File: config.mk
export PLATFORM = sky130hd
export DESIGN_NAME = fls_lock_nvm_seq
export DESIGN_NICKNAME = d
export VERILOG_FILES = /design/src/core/fls_pkg.sv /design/src/core/fls_lock_nvm_seq.sv
export SDC_FILE = /design/constraint.sdc
export NUM_CORES = 1
export LEC_CHECK = 0
export ABC_AREA = 0
export BUFFER_PORTS_ARGS = -buffer_cell sky130_fd_sc_hd__buf_2
export CORE_ASPECT_RATIO = 0.6
export CORE_MARGIN = 4
export CORE_UTILIZATION = 35
export DETAILED_ROUTE_END_ITERATION = 8
export HOLD_SLACK_MARGIN = 0.1
export PLACE_DENSITY = 0.64
export SYNTH_ARGS = -nofsm -noshare
export SYNTH_HDL_FRONTEND = slang
export SYNTH_SLANG_ARGS = --single-unit
File: constraint.sdc
create_clock -name aclk -period 2.5 [get_ports aclk]
set_input_delay 0.125 -clock aclk [delete_from_list [all_inputs] [get_ports aclk]]
set_output_delay 0.125 -clock aclk [all_outputs]
set_load 0.005 [all_outputs]
File: src/core/fls_pkg.sv
// Shared constants and types for the flash lock and configuration-bit sequencer
package fls_pkg;

    // Register map, byte addresses on the AXI4-Lite slave
    localparam int         ADDR_W         = 8;
    localparam int         DATA_W         = 32;
    localparam logic [7:0] OFF_MODE       = 8'h00;
    localparam logic [7:0] OFF_CMD        = 8'h04;
    localparam logic [7:0] OFF_STATUS     = 8'h08;
    localparam logic [7:0] OFF_RESULT     = 8'h0C;
    localparam logic [7:0] OFF_IRQ_STATUS = 8'h10;
    localparam logic [3:0] STRB_ALL       = 4'hF;
    localparam logic [1:0] RESP_OKAY      = 2'h0;
    localparam logic [1:0] RESP_SLVERR    = 2'h2;

    // Lock regions and configuration bits
    localparam int         NUM_LOCK_BITS  = 64;
    localparam int         LOCK_IDX_W     = 6;
    localparam int         LOCK_WORDS     = NUM_LOCK_BITS / DATA_W;
    localparam int         REGION_SHIFT   = 4;
    localparam int         NUM_CFG_BITS   = 3;
    localparam int         CFG_IDX_W      = 2;
    localparam int         IDX_W          = 3;
    localparam logic [NUM_LOCK_BITS-1:0] LOCK_RESET = '0;
    localparam logic [NUM_CFG_BITS-1:0]  CFG_RESET  = '0;

    // Command word: keyword, argument, opcode
    localparam logic [7:0] CMD_KEY        = 8'hA5;
    localparam logic [7:0] CODE_CLR_LOCK  = 8'h01;
    localparam logic [7:0] CODE_GET_LOCK  = 8'h02;
    localparam logic [7:0] CODE_SET_CFG   = 8'h03;
    localparam logic [7:0] CODE_CLR_CFG   = 8'h04;
    localparam logic [7:0] CODE_GET_CFG   = 8'h05;
    localparam logic [7:0] CODE_SET_LOCK  = 8'h06;

    // Operation time of one command, rounded up to whole cycles
    localparam int         CLK_PERIOD_PS  = 5000;
    localparam int         OP_TIME_NS     = 100;
    localparam int         OP_CYCLES      = (OP_TIME_NS * 1000 + CLK_PERIOD_PS - 1) / CLK_PERIOD_PS;
    localparam int         CNT_W          = 8;

    typedef struct packed {
        logic [7:0]  key;
        logic [15:0] arg;
        logic [7:0]  code;
    } fls_cmd_t;

    // Event layout shared by irq status and mode (mask) registers
    typedef struct packed {
        logic err;
        logic done;
    } fls_ev_t;

    localparam int EV_W = 2;

    typedef enum {ST_IDLE, ST_RUN} fls_state_t;
    typedef enum {RES_NONE, RES_LOCK, RES_CFG} fls_res_t;

endpackage

File: src/core/fls_lock_nvm_seq.sv
// Lock-bit and configuration-bit command sequencer with AXI4-Lite registers
//
// Notes on behaviour
// - Clear-lock with a page number clears the lock bit of that page's region.
// - Clear-lock completion raises ready; interrupt follows when ready enable is set.
// - Clear-lock naming a region beyond the implemented lock bits changes nothing.
// - A bad keyword sets the command error flag and performs nothing.
// - Erase or program requests to an unlocked region are granted.
// - Get-lock ignores the argument and prepares lock status for result reads.
// - Result reads past the last implemented word return zero.
// - Bit n of the lock words is region n; one means locked.
// - Array reads stay allowed while a lock command runs.
// - Configuration bits live apart from the array and never touch it.
// - Set-config sets the named bit, then raises ready and optional interrupt.
// - Set or clear config beyond the implemented bits has no effect.
// - Get-config reports the configuration bits through the result register.
// - Clear-config clears the named configuration bit.
// - Clear-config completion raises ready and the optional interrupt.
//
// Register access over AXI4-Lite and the register addresses are this design's own decisions.
`timescale 1ns/1ps
`default_nettype none

module fls_lock_nvm_seq (
    input  wire logic                               aclk,
    input  wire logic                               aresetn,
    input  wire logic [fls_pkg::ADDR_W-1:0]         awaddr,
    input  wire logic [2:0]                         awprot,
    input  wire logic                               awvalid,
    output logic                                    awready,
    input  wire logic [fls_pkg::DATA_W-1:0]         wdata,
    input  wire logic [3:0]                         wstrb,
    input  wire logic                               wvalid,
    output logic                                    wready,
    output logic [1:0]                              bresp,
    output logic                                    bvalid,
    input  wire logic                               bready,
    input  wire logic [fls_pkg::ADDR_W-1:0]         araddr,
    input  wire logic [2:0]                         arprot,
    input  wire logic                               arvalid,
    output logic                                    arready,
    output logic [fls_pkg::DATA_W-1:0]              rdata,
    output logic [1:0]                              rresp,
    output logic                                    rvalid,
    input  wire logic                               rready,
    output logic                                    irq,
    input  wire logic                               prog_req,
    input  wire logic [15:0]                        prog_page,
    output logic                                    prog_grant,
    output logic                                    array_read_enable,
    output logic [fls_pkg::NUM_LOCK_BITS-1:0]       lock_state,
    output logic [fls_pkg::NUM_CFG_BITS-1:0]        config_bits
);
    import fls_pkg::*;

    function automatic logic fits(input logic [15:0] idx, input int limit);
        fits = int'(idx) < limit;
    endfunction

    function automatic logic known_code(input logic [7:0] code);
        known_code = (code == CODE_CLR_LOCK) || (code == CODE_GET_LOCK) ||
                     (code == CODE_SET_CFG)  || (code == CODE_CLR_CFG)  ||
                     (code == CODE_GET_CFG)  || (code == CODE_SET_LOCK);
    endfunction

    // Write channel holding
    logic                aw_held;
    logic                w_held;
    logic [ADDR_W-1:0]   aw_addr_q;
    logic [DATA_W-1:0]   w_data_q;
    logic [3:0]          w_strb_q;

    // Sequencer state
    fls_state_t          state;
    logic [CNT_W-1:0]    cnt;
    logic [7:0]          op_code;
    logic [15:0]         op_arg;
    fls_res_t            res_sel;
    logic [IDX_W-1:0]    res_idx;
    logic                cmd_error;
    fls_ev_t             ev_status;
    fls_ev_t             mode;

    wire                 aw_fire = awvalid && awready;
    wire                 w_fire  = wvalid && wready;
    wire                 wr_go   = aw_held && w_held && !bvalid;
    wire                 rd_go   = arvalid && arready;

    wire                 wr_mode   = wr_go && (aw_addr_q == OFF_MODE);
    wire                 wr_cmd    = wr_go && (aw_addr_q == OFF_CMD);
    wire                 wr_irq    = wr_go && (aw_addr_q == OFF_IRQ_STATUS);
    wire                 wr_mapped = (aw_addr_q == OFF_MODE) || (aw_addr_q == OFF_CMD) ||
                                     (aw_addr_q == OFF_STATUS) || (aw_addr_q == OFF_RESULT) ||
                                     (aw_addr_q == OFF_IRQ_STATUS);

    wire                 rd_mode   = araddr == OFF_MODE;
    wire                 rd_cmd    = araddr == OFF_CMD;
    wire                 rd_status = araddr == OFF_STATUS;
    wire                 rd_result = araddr == OFF_RESULT;
    wire                 rd_irq    = araddr == OFF_IRQ_STATUS;
    wire                 rd_mapped = rd_mode || rd_cmd || rd_status || rd_result || rd_irq;
    wire                 pop_result = rd_go && rd_result;

    wire                 command_ready_flag = state == ST_IDLE;
    fls_cmd_t            cmd_word;
    assign cmd_word = fls_cmd_t'(w_data_q);

    // A partial-strobe command write is dropped rather than half-decoded
    wire                 cmd_wr     = wr_cmd && (w_strb_q == STRB_ALL) && command_ready_flag;
    wire                 cmd_good   = (cmd_word.key == CMD_KEY) && known_code(cmd_word.code);
    wire                 cmd_accept = cmd_wr && cmd_good;
    wire                 cmd_bad    = cmd_wr && !cmd_good;
    wire                 op_done    = (state == ST_RUN) && (cnt == '0);

    wire [11:0]          op_region  = op_arg[15:REGION_SHIFT];
    wire                 region_ok  = fits({4'h0, op_region}, NUM_LOCK_BITS);
    wire                 cfg_ok     = fits(op_arg, NUM_CFG_BITS);
    wire [11:0]          prog_region = prog_page[15:REGION_SHIFT];
    wire                 lock_op    = (op_code == CODE_CLR_LOCK) || (op_code == CODE_SET_LOCK) ||
                                      (op_code == CODE_GET_LOCK);

    // Unlocked regions accept erase or program
    assign prog_grant = prog_req && fits({4'h0, prog_region}, NUM_LOCK_BITS) &&
                        !lock_state[prog_region[LOCK_IDX_W-1:0]];
    // Config-bit commands hold array reads off; lock commands do not
    assign array_read_enable = command_ready_flag || lock_op;
    assign irq = |(ev_status & mode);

    assign awready = !aw_held && !bvalid;
    assign wready  = !w_held && !bvalid;
    assign arready = !rvalid;

    logic [DATA_W-1:0] result_word;
    always_comb begin
        result_word = '0;
        for (int w = 0; w < LOCK_WORDS; w++) begin
            if (res_sel == RES_LOCK && res_idx == IDX_W'(w)) begin
                result_word = lock_state[w*DATA_W +: DATA_W];
            end
        end
        if (res_sel == RES_CFG && res_idx == '0) begin
            result_word = {{(DATA_W-NUM_CFG_BITS){1'b0}}, config_bits};
        end
    end

    wire [DATA_W-1:0] rd_word =
        rd_mode   ? {{(DATA_W-EV_W){1'b0}}, mode} :
        rd_status ? {{(DATA_W-EV_W){1'b0}}, cmd_error, command_ready_flag} :
        rd_result ? result_word :
        rd_irq    ? {{(DATA_W-EV_W){1'b0}}, ev_status} : '0;

    wire fls_ev_t ev_set = '{err: cmd_bad, done: op_done};
    wire fls_ev_t ev_clr = (wr_irq && w_strb_q[0]) ? fls_ev_t'(w_data_q[EV_W-1:0]) : '0;
    wire fls_ev_t next_ev_status = (ev_status & ~ev_clr) | ev_set;

    // AXI write side
    always_ff @(posedge aclk) begin
        if (!aresetn) begin
            aw_held   <= 1'b0;
            w_held    <= 1'b0;
            aw_addr_q <= '0;
            w_data_q  <= '0;
            w_strb_q  <= '0;
            bvalid    <= 1'b0;
            bresp     <= RESP_OKAY;
        end else begin
            if (aw_fire) begin
                aw_held   <= 1'b1;
                aw_addr_q <= awaddr;
            end
            if (w_fire) begin
                w_held   <= 1'b1;
                w_data_q <= wdata;
                w_strb_q <= wstrb;
            end
            if (wr_go) begin
                aw_held <= 1'b0;
                w_held  <= 1'b0;
                bvalid  <= 1'b1;
                bresp   <= wr_mapped ? RESP_OKAY : RESP_SLVERR;
            end else if (bvalid && bready) begin
                bvalid <= 1'b0;
            end
        end
    end

    // AXI read side
    always_ff @(posedge aclk) begin
        if (!aresetn) begin
            rvalid <= 1'b0;
            rdata  <= '0;
            rresp  <= RESP_OKAY;
        end else if (rd_go) begin
            rvalid <= 1'b1;
            rdata  <= rd_word;
            rresp  <= rd_mapped ? RESP_OKAY : RESP_SLVERR;
        end else if (rvalid && rready) begin
            rvalid <= 1'b0;
        end
    end

    // Mode, error flag and event status
    always_ff @(posedge aclk) begin
        if (!aresetn) begin
            mode      <= '0;
            ev_status <= '0;
            cmd_error <= 1'b0;
        end else begin
            if (wr_mode && w_strb_q[0]) begin
                mode <= fls_ev_t'(w_data_q[EV_W-1:0]);
            end
            ev_status <= next_ev_status; // Set beats a same-cycle clear
            if (cmd_bad) begin
                cmd_error <= 1'b1;
            end else if (cmd_accept) begin
                cmd_error <= 1'b0;
            end
        end
    end

    // Command sequencer
    always_ff @(posedge aclk) begin
        if (!aresetn) begin
            state   <= ST_IDLE;
            cnt     <= '0;
            op_code <= '0;
            op_arg  <= '0;
        end else begin
            case (state)
                ST_IDLE: begin
                    if (cmd_accept) begin
                        state   <= ST_RUN;
                        cnt     <= CNT_W'(OP_CYCLES - 1);
                        op_code <= cmd_word.code;
                        op_arg  <= cmd_word.arg;
                    end
                end
                ST_RUN: begin
                    if (op_done) begin
                        state <= ST_IDLE;
                    end else begin
                        cnt <= cnt - 1'b1;
                    end
                end
                default: state <= ST_IDLE;
            endcase
        end
    end

    // Lock and configuration storage; config bits are a separate register
    always_ff @(posedge aclk) begin
        if (!aresetn) begin
            lock_state  <= LOCK_RESET;
            config_bits <= CFG_RESET;
        end else if (op_done) begin
            if (op_code == CODE_CLR_LOCK && region_ok) begin
                lock_state[op_region[LOCK_IDX_W-1:0]] <= 1'b0;
            end
            if (op_code == CODE_SET_LOCK && region_ok) begin
                lock_state[op_region[LOCK_IDX_W-1:0]] <= 1'b1;
            end
            if (op_code == CODE_SET_CFG && cfg_ok) begin
                config_bits[op_arg[CFG_IDX_W-1:0]] <= 1'b1;
            end
            if (op_code == CODE_CLR_CFG && cfg_ok) begin
                config_bits[op_arg[CFG_IDX_W-1:0]] <= 1'b0;
            end
        end
    end

    // Result readout pointer
    always_ff @(posedge aclk) begin
        if (!aresetn) begin
            res_sel <= RES_NONE;
            res_idx <= '0;
        end else if (cmd_accept) begin
            res_sel <= RES_NONE;
            res_idx <= '0;
        end else if (op_done && op_code == CODE_GET_LOCK) begin
            res_sel <= RES_LOCK;
            res_idx <= '0;
        end else if (op_done && op_code == CODE_GET_CFG) begin
            res_sel <= RES_CFG;
            res_idx <= '0;
        end else if (pop_result && res_idx < IDX_W'(LOCK_WORDS)) begin
            res_idx <= res_idx + 1'b1;
        end
    end

    // Checks
    localparam int A_OP_MAX = 32;
endmodule

`default_nettype wire

==> impl_metrics.sql, run 1 <==
INSERT INTO impl_metrics (metric_group, metric, value, unit) VALUES
('critical_path', 'worst_r2r_endpoint', 'lock_state[40]$_SDFFE_PN0P_', ''),
('global_route', 'maximum_number_of_pins_on_one_net_before_global_route_repair', '70', ''),
('floorplanning', 'die_span_x', '211', 'um'),
('global_route', 'grtUsageTotal', '0.202', ''),
('synthesis', 'area_of_the_mapped_netlist', '8620', 'um2'),
('critical_path', 'cp_data_arrival_time', '2.21', 'ns'),
('drt', 'route.detailed.wl_per_inst', '18.7', 'um'),
('place', 'port_buffers', '180', ''),
('drt', 'final_antenna_net_count', '0', ''),
('synthesis', 'synth.cells.most_frequent', 'sky130_fd_sc_hd__dfxtp_1 (192), sky130_fd_sc_hd__nand2_1 (183), sky130_fd_sc_hd__o21ai_0 (77)', ''),
('critical_path', 'crit_path_end_kind', 'primary output', ''),
('drt', 'via_count', '8125', ''),
('run_status', 'status', 'completed', ''),
('synthesis', 'synthCells', '958', ''),
('cts', 'clock_sink_count', '192', ''),
('drt', 'drc', '0', ''),
('cts', 'clock_latency', '0.43', 'ns'),
('place', 'detailed_place_hpwl', '20.2', 'mm'),
('synthesis', 'async_flop_share', '0', ''),
('critical_path', 'worst-setup-path-type', 'flip-flop to primary output', ''),
('global_route', 'grt_first_pass_wirelength', '43.3', 'mm'),
('pwr', 'total_leakage_power', '4.33', 'nW'),
('critical_path', 'worstPathRequired', '2.38', 'ns'),
('floorplanning', 'floorplan.initialDensity', '0.356', ''),
('synthesis', 'synth_edf_count', '0', ''),
('sta', 'tns', '0', 'ns'),
('cts', 'cts_made_buffers', '17', ''),
('cells_and_area', 'num_antenna_cells', '0', ''),
('sta', 'timing.final.crit_share', '0.933', ''),
('cells_and_area', 'area_delta_synth_final', '26.6', '%'),
('sta', 'maxSlewViolCount', '0', ''),
('min_path', 'hold-path-endpoint', 'rdata[0]$_SDFFE_PN0P_', ''),
('synthesis', 'synth_ff_type', 'sky130_fd_sc_hd__dfxtp_1', ''),
('critical_path', 'depth_of_the_worst_register_to_register_path', '6', ''),
('global_route', 'antenna_violations_before_repair', '1', ''),
('critical_path', 'rr_startpoint', 'op_arg[12]$_SDFFE_PN0P_', ''),
('synthesis', 'avgSynthCellArea', '9.00', 'um2'),
('place', 'routabilityCongestion', '0.963', ''),
('sta', 'slew_headroom', '0.516', ''),
('place', 'place_ws', '0.257', 'ns'),
('floorplanning', 'floorplan.die_area', '27300', 'um2'),
('global_route', 'grt_pass1_vias', '7655', ''),
('drt', 'drt_first_iter_violations', '943', ''),
('flow_run', 'drv.max_cap_violation_count', '0', ''),
('synthesis', 'yosysWarnings', '0', ''),
('cells_and_area', 'drive_above_1_share', '0.237', ''),
('sta', 'report.final.hold_viol_count', '0', ''),
('sta', 'clock_skew', '0.0127', 'ns'),
('min_path', 'min_delay_path_depth', '3', ''),
('critical_path', 'reg2reg_setup_slack', '0.22', 'ns'),
('floorplanning', 'floorplan.core_area', '24200', 'um2'),
('min_path', 'min-delay-path-class', 'input port to flip-flop', ''),
('cts', 'clock_tree.htree_level_count', '4', ''),
('cts', 'max-clock-path-buffers', '2', ''),
('cts', 'clkSlewWorstSetupHoldPaths', '0.07', 'ns'),
('drt', 'routed_wirelength', '28.2', 'mm'),
('sta', 'rsz0062_at_grt', 'false', ''),
('floorplanning', 'die-height', '130', 'um'),
('synthesis', 'post_synth_num_cell_types', '69', ''),
('synthesis', 'post-synth-top-area-fraction', '0.446', ''),
('pwr', 'power', '6.12', 'mW'),
('critical_path', 'setup.worst_path.start_class', 'flip-flop', ''),
('min_path', 'holdCritStartpoint', 'araddr[4]', ''),
('synthesis', 'yosys.area.top_type', 'sky130_fd_sc_hd__dfxtp_1', ''),
('drt', 'via_per_inst', '5.39', ''),
('synthesis', 'synthMostInstantiatedCell', 'sky130_fd_sc_hd__dfxtp_1', ''),
('synthesis', 'area_contributors_post_synth', 'sky130_fd_sc_hd__dfxtp_1 (45%), sky130_fd_sc_hd__nand2_1 (8.0%), sky130_fd_sc_hd__o211ai_1 (5.9%)', ''),
('global_route', 'gr-total-overflow', '0', ''),
('cts', 'tritoncts', 'yes', ''),
('cts', 'ctsRootBufferMaster', 'sky130_fd_sc_hd__clkbuf_16', ''),
('floorplanning', 'rows', '44', '');
## critical path, cell delays in order, from the launching register on
cell                       delay [ns]
sky130_fd_sc_hd__dfxtp_1         0.39
sky130_fd_sc_hd__mux4_2          0.48
sky130_fd_sc_hd__mux2_2          0.28
sky130_fd_sc_hd__nand2_1         0.06
sky130_fd_sc_hd__o311ai_0        0.13
sky130_fd_sc_hd__nand4_1         0.14
sky130_fd_sc_hd__o2111a_1        0.17
sky130_fd_sc_hd__buf_2           0.12
## cell families after synthesis
family	after synthesis	synth area share
compound gates	290	0.226
xor+xnor	7	0.00711
fa+ha+maj	4	0.00581
buf+inv	72	0.0375
flops	192	0.446
mux	30	0.0584
other cells	1	0.000435
simple gates	362	0.218
## through the flow
step                utilization  hold WS [ns]  cell area, um2  cells
finish                    0.450         0.130           10900   1508
global route              0.450         0.121           10900   1508
CTS                       0.450         0.114           10900   1508
detailed placement        0.407         0.379            9860   1426
global placement          0.407         0.377            9860   1426
floorplan                     -         0.263            8620    959
## cell usage in the layout, fill, tap and decap left out, types with 3 or more instances in the layout
cell type / Yosys / routed
sky130_fd_sc_hd__nor4bb_1: 3 / 3
sky130_fd_sc_hd__clkbuf_16: 0 / 17
sky130_fd_sc_hd__a21oi_1: 3 / 3
sky130_fd_sc_hd__o21ai_1: 25 / 25
sky130_fd_sc_hd__nand2b_1: 4 / 4
sky130_fd_sc_hd__nand2_1: 183 / 183
sky130_fd_sc_hd__nand3_1: 18 / 18
sky130_fd_sc_hd__nor4_1: 3 / 3
sky130_fd_sc_hd__or3_1: 3 / 3
sky130_fd_sc_hd__and3_1: 8 / 8
sky130_fd_sc_hd__a21boi_0: 66 / 66
sky130_fd_sc_hd__buf_4: 4 / 28
sky130_fd_sc_hd__dfxtp_1: 192 / 192
sky130_fd_sc_hd__clkinv_4: 0 / 3
sky130_fd_sc_hd__clkinv_2: 0 / 6
sky130_fd_sc_hd__o211ai_1: 68 / 68
sky130_fd_sc_hd__dlygate4sd3_1: 0 / 50
sky130_fd_sc_hd__o21ai_0: 77 / 77
sky130_fd_sc_hd__xor2_1: 5 / 5
sky130_fd_sc_hd__mux2i_1: 12 / 12
sky130_fd_sc_hd__buf_2: 6 / 179
sky130_fd_sc_hd__a222oi_1: 3 / 3
sky130_fd_sc_hd__nor3_1: 13 / 13
sky130_fd_sc_hd__inv_1: 9 / 9
sky130_fd_sc_hd__o211a_1: 4 / 4
sky130_fd_sc_hd__ha_1: 4 / 4
sky130_fd_sc_hd__and2_1: 35 / 35
sky130_fd_sc_hd__nor2b_1: 15 / 15
sky130_fd_sc_hd__nand4_1: 10 / 10
sky130_fd_sc_hd__a22oi_1: 29 / 29
sky130_fd_sc_hd__nand2_2: 4 / 4
sky130_fd_sc_hd__nor2_1: 32 / 32
sky130_fd_sc_hd__mux4_2: 16 / 16
## sequential cells by signal (all words and copies together) (netlist names)
signal,count
lock_state,64
cmd_word,32
rdata,32
op_arg,16
aw_addr_q,8
cnt,8
op_code,8
w_strb_q,4
config_bits,3
res_idx,3
ev_status,2
mode,2
res_sel,2
aw_held,1
bresp,1
bvalid,1
cmd_error,1
rresp,1
rvalid,1
state,1
w_held,1
## layer usage
| layer | track usage | wire [um] | up-vias |
|---|---|---|---|
| li1 | - | - | 3886 |
| met3 | 0.0692 | 2640 | 43 |
| met5 | 0 | 8 | - |
| met1 | 0.305 | 13700 | 3865 |
| met2 | 0.270 | 11300 | 329 |
| met4 | 0.0575 | 579 | 2 |
## worst max path at each step
stage,from,slack (ns),end,cells past startpoint
floorplan,cnt[0]$_SDFFE_PN0P_,0.61,lock_state[24]$_SDFFE_PN0P_,8
global placement,op_arg[12]$_SDFFE_PN0P_,0.32,lock_state[43]$_SDFFE_PN0P_,6
detailed placement,op_arg[12]$_SDFFE_PN0P_,0.26,lock_state[40]$_SDFFE_PN0P_,6
CTS,lock_state[48]$_SDFFE_PN0P_,0.17,prog_grant,6
global route,op_arg[12]$_SDFFE_PN0P_,0.03,lock_state[9]$_SDFFE_PN0P_,6
finish,lock_state[62]$_SDFFE_PN0P_,0.17,prog_grant,7
## repair_timing
action / in CTS / in global routing
hold buffers: 50 / 0
gates resized for setup: 0 / 2
setup buffers: 0 / 0
hold endpoints to repair: 47 / 0
endpoints found under the setup margin: 0 / 2
## cell type report
class | instances | area, um2 | area share
Clock buffer | 20 | 457 | 0.0419
Timing Repair Buffer | 258 | 1630 | 0.149
Tap cell | 322 | 403 | 0.0369
Sequential cell | 192 | 3840 | 0.352
Clock inverter | 12 | 85.1 | 0.00780
Inverter | 9 | 33.8 | 0.00310
Multi-Input combinational cell | 695 | 4460 | 0.409
## power by group
| group | switching [mW] | internal [mW] | leakage [nW] |
|---|---|---|---|
| clock network | 1.23 | 1.33 | 0.276 |
| registers | 0.0377 | 3.11 | 1.55 |
| logic | 0.220 | 0.189 | 2.50 |
Power figures use the tool's default switching activity.
==> run 2, diff against run 1 <==
Settings changed: BUFFER_PORTS_ARGS -buffer_cell sky130_fd_sc_hd__buf_2 to -buffer_cell sky130_fd_sc_hd__clkbuf_2.
==> run 2 against run 1 <==
Against the previous run: critical path depth stayed put; clock power is 11% higher; largest cell class unchanged; final cell count is 0.27% lower; total power is 4.3% higher; highest routed layer is now met4; core utilization is 0.17 points higher; via count is 0.80% higher; critical endpoint unchanged; sequential cell count stayed put; sequential share of layout area is 0.13 points lower; non-clock buffer count is 4 lower.
==> impl_metrics.sql, run 2 (same netlist as run 1, synthesis figures left out) <==
INSERT INTO impl_metrics (metric_group, metric, value, unit) VALUES
('run_status', 'status', 'completed', ''),
('min_path', 'min-delay-path-class', 'input port to flip-flop', ''),
('sta', 'layout_min_cycle_time', '2.37', 'ns'),
('cts', 'clock_tree.htree_level_count', '4', ''),
('cells_and_area', 'num_antenna_cells', '0', ''),
('place', 'place.detailed.instances', '1422', ''),
('pwr', 'irDropWorstVdd', '0.479', 'mV'),
('drt', 'detailedRoute.firstPassIterationCount', '5', ''),
('place', 'placement.cell_area', '9840', 'um2'),
('floorplanning', 'floorplan.core_area', '24200', 'um2'),
('place', 'detailed_place_hpwl', '20.0', 'mm'),
('cells_and_area', 'drive_above_1_share', '0.234', ''),
('sta', 'rsz0062_at_grt', 'false', ''),
('cts', 'clkSlewWorstSetupHoldPaths', '0.07', 'ns'),
('critical_path', 'crit_path_max_fanout', '4', ''),
('place', 'place_ws', '0.256', 'ns'),
('critical_path', 'crit_path_end_kind', 'primary output', ''),
('drt', 'route.detailed.wl_per_inst', '18.7', 'um'),
('critical_path', 'worst-setup-path-type', 'flip-flop to primary output', ''),
('sta', 'timing.final.crit_share', '0.946', ''),
('drt', 'via_count', '8190', ''),
('floorplanning', 'floorplan.initialDensity', '0.356', ''),
('critical_path', 'cp_data_arrival_time', '2.24', 'ns'),
('drt', 'final_antenna_net_count', '0', ''),
('floorplanning', 'die_span_x', '211', 'um'),
('pwr', 'total_leakage_power', '4.25', 'nW'),
('sta', 'tns', '0', 'ns'),
('pwr', 'sw_frac_of_total', '0.239', ''),
('cts', 'clock_sink_count', '192', ''),
('pwr', 'p_sw', '1.53', 'mW'),
('sta', 'worst_hold_slack', '0.154', 'ns'),
('sta', 'setup_ws', '0.134', 'ns'),
('pwr', 'power-per-cell-area', '583', 'nW/um2'),
('drt', 'via_per_inst', '5.45', ''),
('cells_and_area', 'final_cell_mix', 'sky130_fd_sc_hd__dfxtp_1 (192), sky130_fd_sc_hd__nand2_1 (183), sky130_fd_sc_hd__clkbuf_2 (179), sky130_fd_sc_hd__o21ai_0 (77), sky130_fd_sc_hd__o211ai_1 (68)', ''),
('cells_and_area', 'num-nets-final', '1255', ''),
('cts', 'cts_made_buffers', '17', ''),
('cts', 'tritoncts', 'yes', ''),
('sta', 'maxSlewViolCount', '0', ''),
('cells_and_area', 'area_delta_synth_final', '27.1', '%'),
('drt', 'drt_first_iter_violations', '929', ''),
('sta', 'worst_pin_slew', '0.694', 'ns'),
('floorplanning', 'floorplan.die_area', '27300', 'um2'),
('pwr', 'power_frac_clock', '0.442', ''),
('cells_and_area', 'finish.utilization', '0.452', ''),
('sta', 'report.final.hold_viol_count', '0', ''),
('global_route', 'gr-total-overflow', '0', ''),
('cts', 'max-clock-path-buffers', '2', ''),
('sta', 'slew_headroom', '0.531', ''),
('floorplanning', 'die-height', '130', 'um'),
('global_route', 'grt_first_pass_wirelength', '42.9', 'mm'),
('pwr', 'power.internal', '4.86', 'mW'),
('cells_and_area', 'finish.instance_area', '11000', 'um2'),
('global_route', 'maximum_number_of_pins_on_one_net_before_global_route_repair', '70', ''),
('flow_run', 'drv.max_cap_violation_count', '0', ''),
('cells_and_area', 'regMostFlops', 'lock_state', ''),
('cells_and_area', 'max_reg_flops', '64', ''),
('cells_and_area', 'layout.cells.most_common', 'sky130_fd_sc_hd__dfxtp_1', ''),
('sta', 'clock_skew', '0.0126', 'ns'),
('global_route', 'grt_pass1_vias', '7351', ''),
('drt', 'drc', '0', ''),
('floorplanning', 'rows', '44', ''),
('sta', 'clock.fmax', '0.423', 'GHz'),
('pwr', 'power', '6.39', 'mW'),
('cells_and_area', 'fillCellCount', '2367', ''),
('pwr', 'power.share.combinational', '0.064', ''),
('cts', 'ctsRootBufferMaster', 'sky130_fd_sc_hd__clkbuf_16', ''),
('cells_and_area', 'finalNonFillerCells', '1504', ''),
('global_route', 'grtUsageTotal', '0.201', ''),
('pwr', 'power.share.sequential', '0.493', ''),
('place', 'routabilityCongestion', '0.935', ''),
('floorplanning', 'ios', '193', ''),
('drt', 'routed_wirelength', '28.2', 'mm'),
('sta', 'setup_violations', '0', ''),
('critical_path', 'setup.worst_path.start_class', 'flip-flop', ''),
('critical_path', 'worstPathRequired', '2.38', 'ns'),
('place', 'port_buffers', '180', ''),
('global_route', 'antenna_violations_before_repair', '0', ''),
('cts', 'clock_latency', '0.44', 'ns');
-- run 2: final cells by class --
type | instances | area [um2] | share of cell area
timing repair buffer | 254 | 1610 | 0.147
inverter | 9 | 33.8 | 0.00308
tap | 322 | 403 | 0.0368
multi-input combinational | 695 | 4460 | 0.407
sequential | 192 | 3840 | 0.351
clock inverter | 11 | 141 | 0.0129
clock buffer | 21 | 460 | 0.0420
-- run 2: timing repair --
action	CTS	global route
hold endpoints to repair	47	0
gates resized for setup	0	1
hold buffers	50	0
setup endpoints to repair	0	3
buffers inserted	0	0
-- run 2: critical path, stage by stage (launching register included) --
cell and delay [ns]:
sky130_fd_sc_hd__dfxtp_1 0.38, sky130_fd_sc_hd__mux4_2 0.48, sky130_fd_sc_hd__mux2_2 0.28, sky130_fd_sc_hd__nand2_1 0.06
sky130_fd_sc_hd__o311ai_0 0.15, sky130_fd_sc_hd__nand4_1 0.14, sky130_fd_sc_hd__o2111a_1 0.19, sky130_fd_sc_hd__clkbuf_2 0.12
-- run 2: worst paths after layout --
kind / cells after the start / end / startpoint / slack [ns]
max: 7 / prog_grant / lock_state[63]$_SDFFE_PN0P_ / 0.13
min: 3 / rdata[0]$_SDFFE_PN0P_ / araddr[4] / 0.15
max reg2reg: 6 / lock_state[40]$_SDFFE_PN0P_ / op_arg[12]$_SDFFE_PN0P_ / 0.22
min reg2reg: 2 / op_arg[13]$_SDFFE_PN0P_ / op_arg[13]$_SDFFE_PN0P_ / 0.46
-- run 2: power by group through the flow --
| stage | Sequential, mW | Clock [mW] | Combinational (mW) |
|---|---|---|---|
| global placement | 3.22 | 0 | 0.343 |
| detailed placement | 3.22 | 0 | 0.348 |
| finish | 3.15 | 2.83 | 0.409 |
| CTS | 3.15 | 2.88 | 0.409 |
| global route | 3.16 | 3.01 | 0.456 |
| floorplan | 3.21 | 0 | 0.221 |
-- run 2: routing by layer --
layer	GRT usage	share of wire	up-vias
met5	0	0	-
met4	0.0491	0.019	0
met3	0.0564	0.091	42
met2	0.271	0.40	360
met1	0.312	0.49	3904
li1	-	-	3884
==> run 3, diff against run 2 <==
Settings changed: CORE_ASPECT_RATIO 0.6 to 0.9.
==> run 3 against run 2 <==
Against the previous run: register-to-register slack hardly changed; core utilization up 0.53 points; final cell count stayed put; combinational power is 4% higher; total power is 0.62% higher; critical path type is now flip-flop to flip-flop.
==> impl_metrics.sql, run 3 (same netlist as run 1, synthesis figures left out) <==
INSERT INTO impl_metrics (metric_group, metric, value, unit) VALUES
('floorplanning', 'die_span_x', '173', 'um'),
('pwr', 'sw_frac_of_total', '0.263', ''),
('critical_path', 'crit_path_max_fanout', '8', ''),
('critical_path', 'setup.worst_path.start_class', 'flip-flop', ''),
('drt', 'final_antenna_net_count', '0', ''),
('drt', 'drt_first_iter_violations', '633', ''),
('cells_and_area', 'finalNonFillerCells', '1504', ''),
('critical_path', 'reg2reg_setup_slack', '0.21', 'ns'),
('cells_and_area', 'drive_above_1_share', '0.231', ''),
('cts', 'clock_sink_count', '192', ''),
('pwr', 'power.share.combinational', '0.066', ''),
('pwr', 'power.internal', '4.74', 'mW'),
('floorplanning', 'rows', '54', ''),
('cells_and_area', 'layout.cells.most_common', 'sky130_fd_sc_hd__dfxtp_1', ''),
('cells_and_area', 'num_antenna_cells', '0', ''),
('pwr', 'power-per-cell-area', '579', 'nW/um2'),
('cells_and_area', 'num-nets-final', '1269', ''),
('place', 'place.detailed.instances', '1406', ''),
('sta', 'layout_min_cycle_time', '2.29', 'ns'),
('floorplanning', 'floorplan.core_area', '24300', 'um2'),
('floorplanning', 'die-height', '157', 'um'),
('global_route', 'gr-total-overflow', '0', ''),
('drt', 'drc', '0', ''),
('critical_path', 'crit_path_end_kind', 'flip-flop', ''),
('global_route', 'grt_pass1_vias', '7707', ''),
('drt', 'via_per_inst', '5.39', ''),
('drt', 'routed_wirelength', '26.2', 'mm'),
('sta', 'tns', '0', 'ns'),
('cts', 'tritoncts', 'yes', ''),
('sta', 'clock_skew', '0.0204', 'ns'),
('cts', 'max-clock-path-buffers', '2', ''),
('drt', 'route.detailed.wl_per_inst', '17.4', 'um'),
('pwr', 'power.share.sequential', '0.490', ''),
('cells_and_area', 'finish.instance_area', '11100', 'um2'),
('critical_path', 'cp_data_arrival_time', '2.64', 'ns'),
('floorplanning', 'floorplan.initialDensity', '0.355', ''),
('floorplanning', 'floorplan.die_area', '27200', 'um2'),
('sta', 'worst_pin_slew', '0.982', 'ns'),
('pwr', 'power_frac_clock', '0.444', ''),
('cells_and_area', 'regMostFlops', 'lock_state', ''),
('cts', 'cts_made_buffers', '17', ''),
('sta', 'clock.fmax', '0.437', 'GHz'),
('global_route', 'maximum_number_of_pins_on_one_net_before_global_route_repair', '74', ''),
('sta', 'setup_violations', '0', ''),
('sta', 'timing.final.crit_share', '0.916', ''),
('min_path', 'min-delay-path-class', 'input port to flip-flop', ''),
('sta', 'maxSlewViolCount', '0', ''),
('cts', 'clock_tree.htree_level_count', '4', ''),
('place', 'placement.cell_area', '9800', 'um2'),
('place', 'routabilityCongestion', '0.919', ''),
('cts', 'ctsRootBufferMaster', 'sky130_fd_sc_hd__clkbuf_16', ''),
('floorplanning', 'ios', '193', ''),
('flow_run', 'drv.max_cap_violation_count', '0', ''),
('critical_path', 'worstPathRequired', '2.85', 'ns'),
('run_status', 'status', 'completed', ''),
('cells_and_area', 'area_delta_synth_final', '28.7', '%'),
('pwr', 'irDropWorstVdd', '0.419', 'mV'),
('cts', 'ctsResizeCount', '0', ''),
('sta', 'worst_hold_slack', '0.107', 'ns'),
('pwr', 'total_leakage_power', '4.35', 'nW'),
('place', 'detailed_place_hpwl', '18.3', 'mm'),
('global_route', 'antenna_violations_before_repair', '0', ''),
('global_route', 'grt_first_pass_wirelength', '42.0', 'mm'),
('cts', 'clkSlewWorstSetupHoldPaths', '0.09', 'ns'),
('pwr', 'p_sw', '1.69', 'mW'),
('critical_path', 'worst-setup-path-type', 'flip-flop to flip-flop', ''),
('cts', 'clock_latency', '0.45', 'ns'),
('drt', 'detailedRoute.firstPassIterationCount', '6', ''),
('drt', 'via_count', '8105', ''),
('place', 'port_buffers', '180', ''),
('cells_and_area', 'max_reg_flops', '64', ''),
('sta', 'rsz0062_at_grt', 'false', ''),
('cells_and_area', 'final_cell_mix', 'sky130_fd_sc_hd__dfxtp_1 (192), sky130_fd_sc_hd__nand2_1 (183), sky130_fd_sc_hd__clkbuf_2 (179), sky130_fd_sc_hd__o21ai_0 (77), sky130_fd_sc_hd__o211ai_1 (68)', ''),
('global_route', 'grtUsageTotal', '0.190', ''),
('sta', 'report.final.hold_viol_count', '0', ''),
('sta', 'slew_headroom', '0.345', '');
==> run 3: cell count changes in the layout (fill, tap and decap cells not counted), sizes merged <==
cell and change:
clkinv +6, inv +1, clkbuf -3, clkinvlp -2, bufinv -2, dlygate4sd3 +16, buf -2
==> run 3: per-layer routing <==
layer | share of wire | GRT usage
met5 | 0 | 0
met4 | 0.035 | 0.0798
met1 | 0.44 | 0.256
met3 | 0.075 | 0.0418
met2 | 0.45 | 0.297
==> run 3: worst paths after layout <==
check	from	endpoint	depth (start not counted)
worst max-delay path	op_arg[12]$_SDFFE_PN0P_	lock_state[26]$_SDFFE_PN0P_	6
worst min-delay path	aresetn	cmd_word[14]$_SDFFE_PN0P_	2
worst max register to register	op_arg[12]$_SDFFE_PN0P_	lock_state[26]$_SDFFE_PN0P_	6
worst min register to register	cmd_word[9]$_SDFFE_PN0P_	op_arg[1]$_SDFFE_PN0P_	2
==> run 3: layout make-up <==
cell class,count,area [um2]
Fill cell,2361,13200
Multi-Input combinational cell,695,4460
Sequential cell,192,3840
Timing Repair Buffer,268,1740
Clock buffer,18,439
Tap cell,308,385
Clock inverter,14,195
Inverter,9,33.8
==> run 3: repair_timing <==
item / CTS / global route
hold endpoints to repair: 47 / 0
hold buffers: 66 / 0
setup buffers: 0 / 0
==> run 3: metrics by stage <==
stage | utilization | setup WS [ns] | power (mW)
after global routing | 0.457 | 0.0441 | 6.66
final | 0.457 | 0.210 | 6.43
after detailed placement | 0.404 | 0.269 | 3.56
after floorplan | - | 0.607 | 3.43
after CTS | 0.457 | 0.216 | 6.47
after global placement | 0.404 | 0.320 | 3.55
==> run 3: critical path: stages, from the launching register on <==
cell and delay (ns):
sky130_fd_sc_hd__dfxtp_1 0.32, sky130_fd_sc_hd__or4_1 0.53, sky130_fd_sc_hd__nor4_2 0.14, sky130_fd_sc_hd__buf_4 0.17, sky130_fd_sc_hd__and3_1 0.38, sky130_fd_sc_hd__nand4_1 0.38, sky130_fd_sc_hd__o21ai_0 0.28
==> run 3: power by group through the flow <==
stage          Combinational, mW  Sequential, mW  Clock [mW]
6_report                   0.426            3.15        2.85
5_1_grt                    0.482            3.16        3.02
4_1_cts                    0.426            3.15        2.89
3_5_place_dp               0.340            3.22           0
3_3_place_gp               0.336            3.22           0
2_1_floorplan              0.221            3.21           0
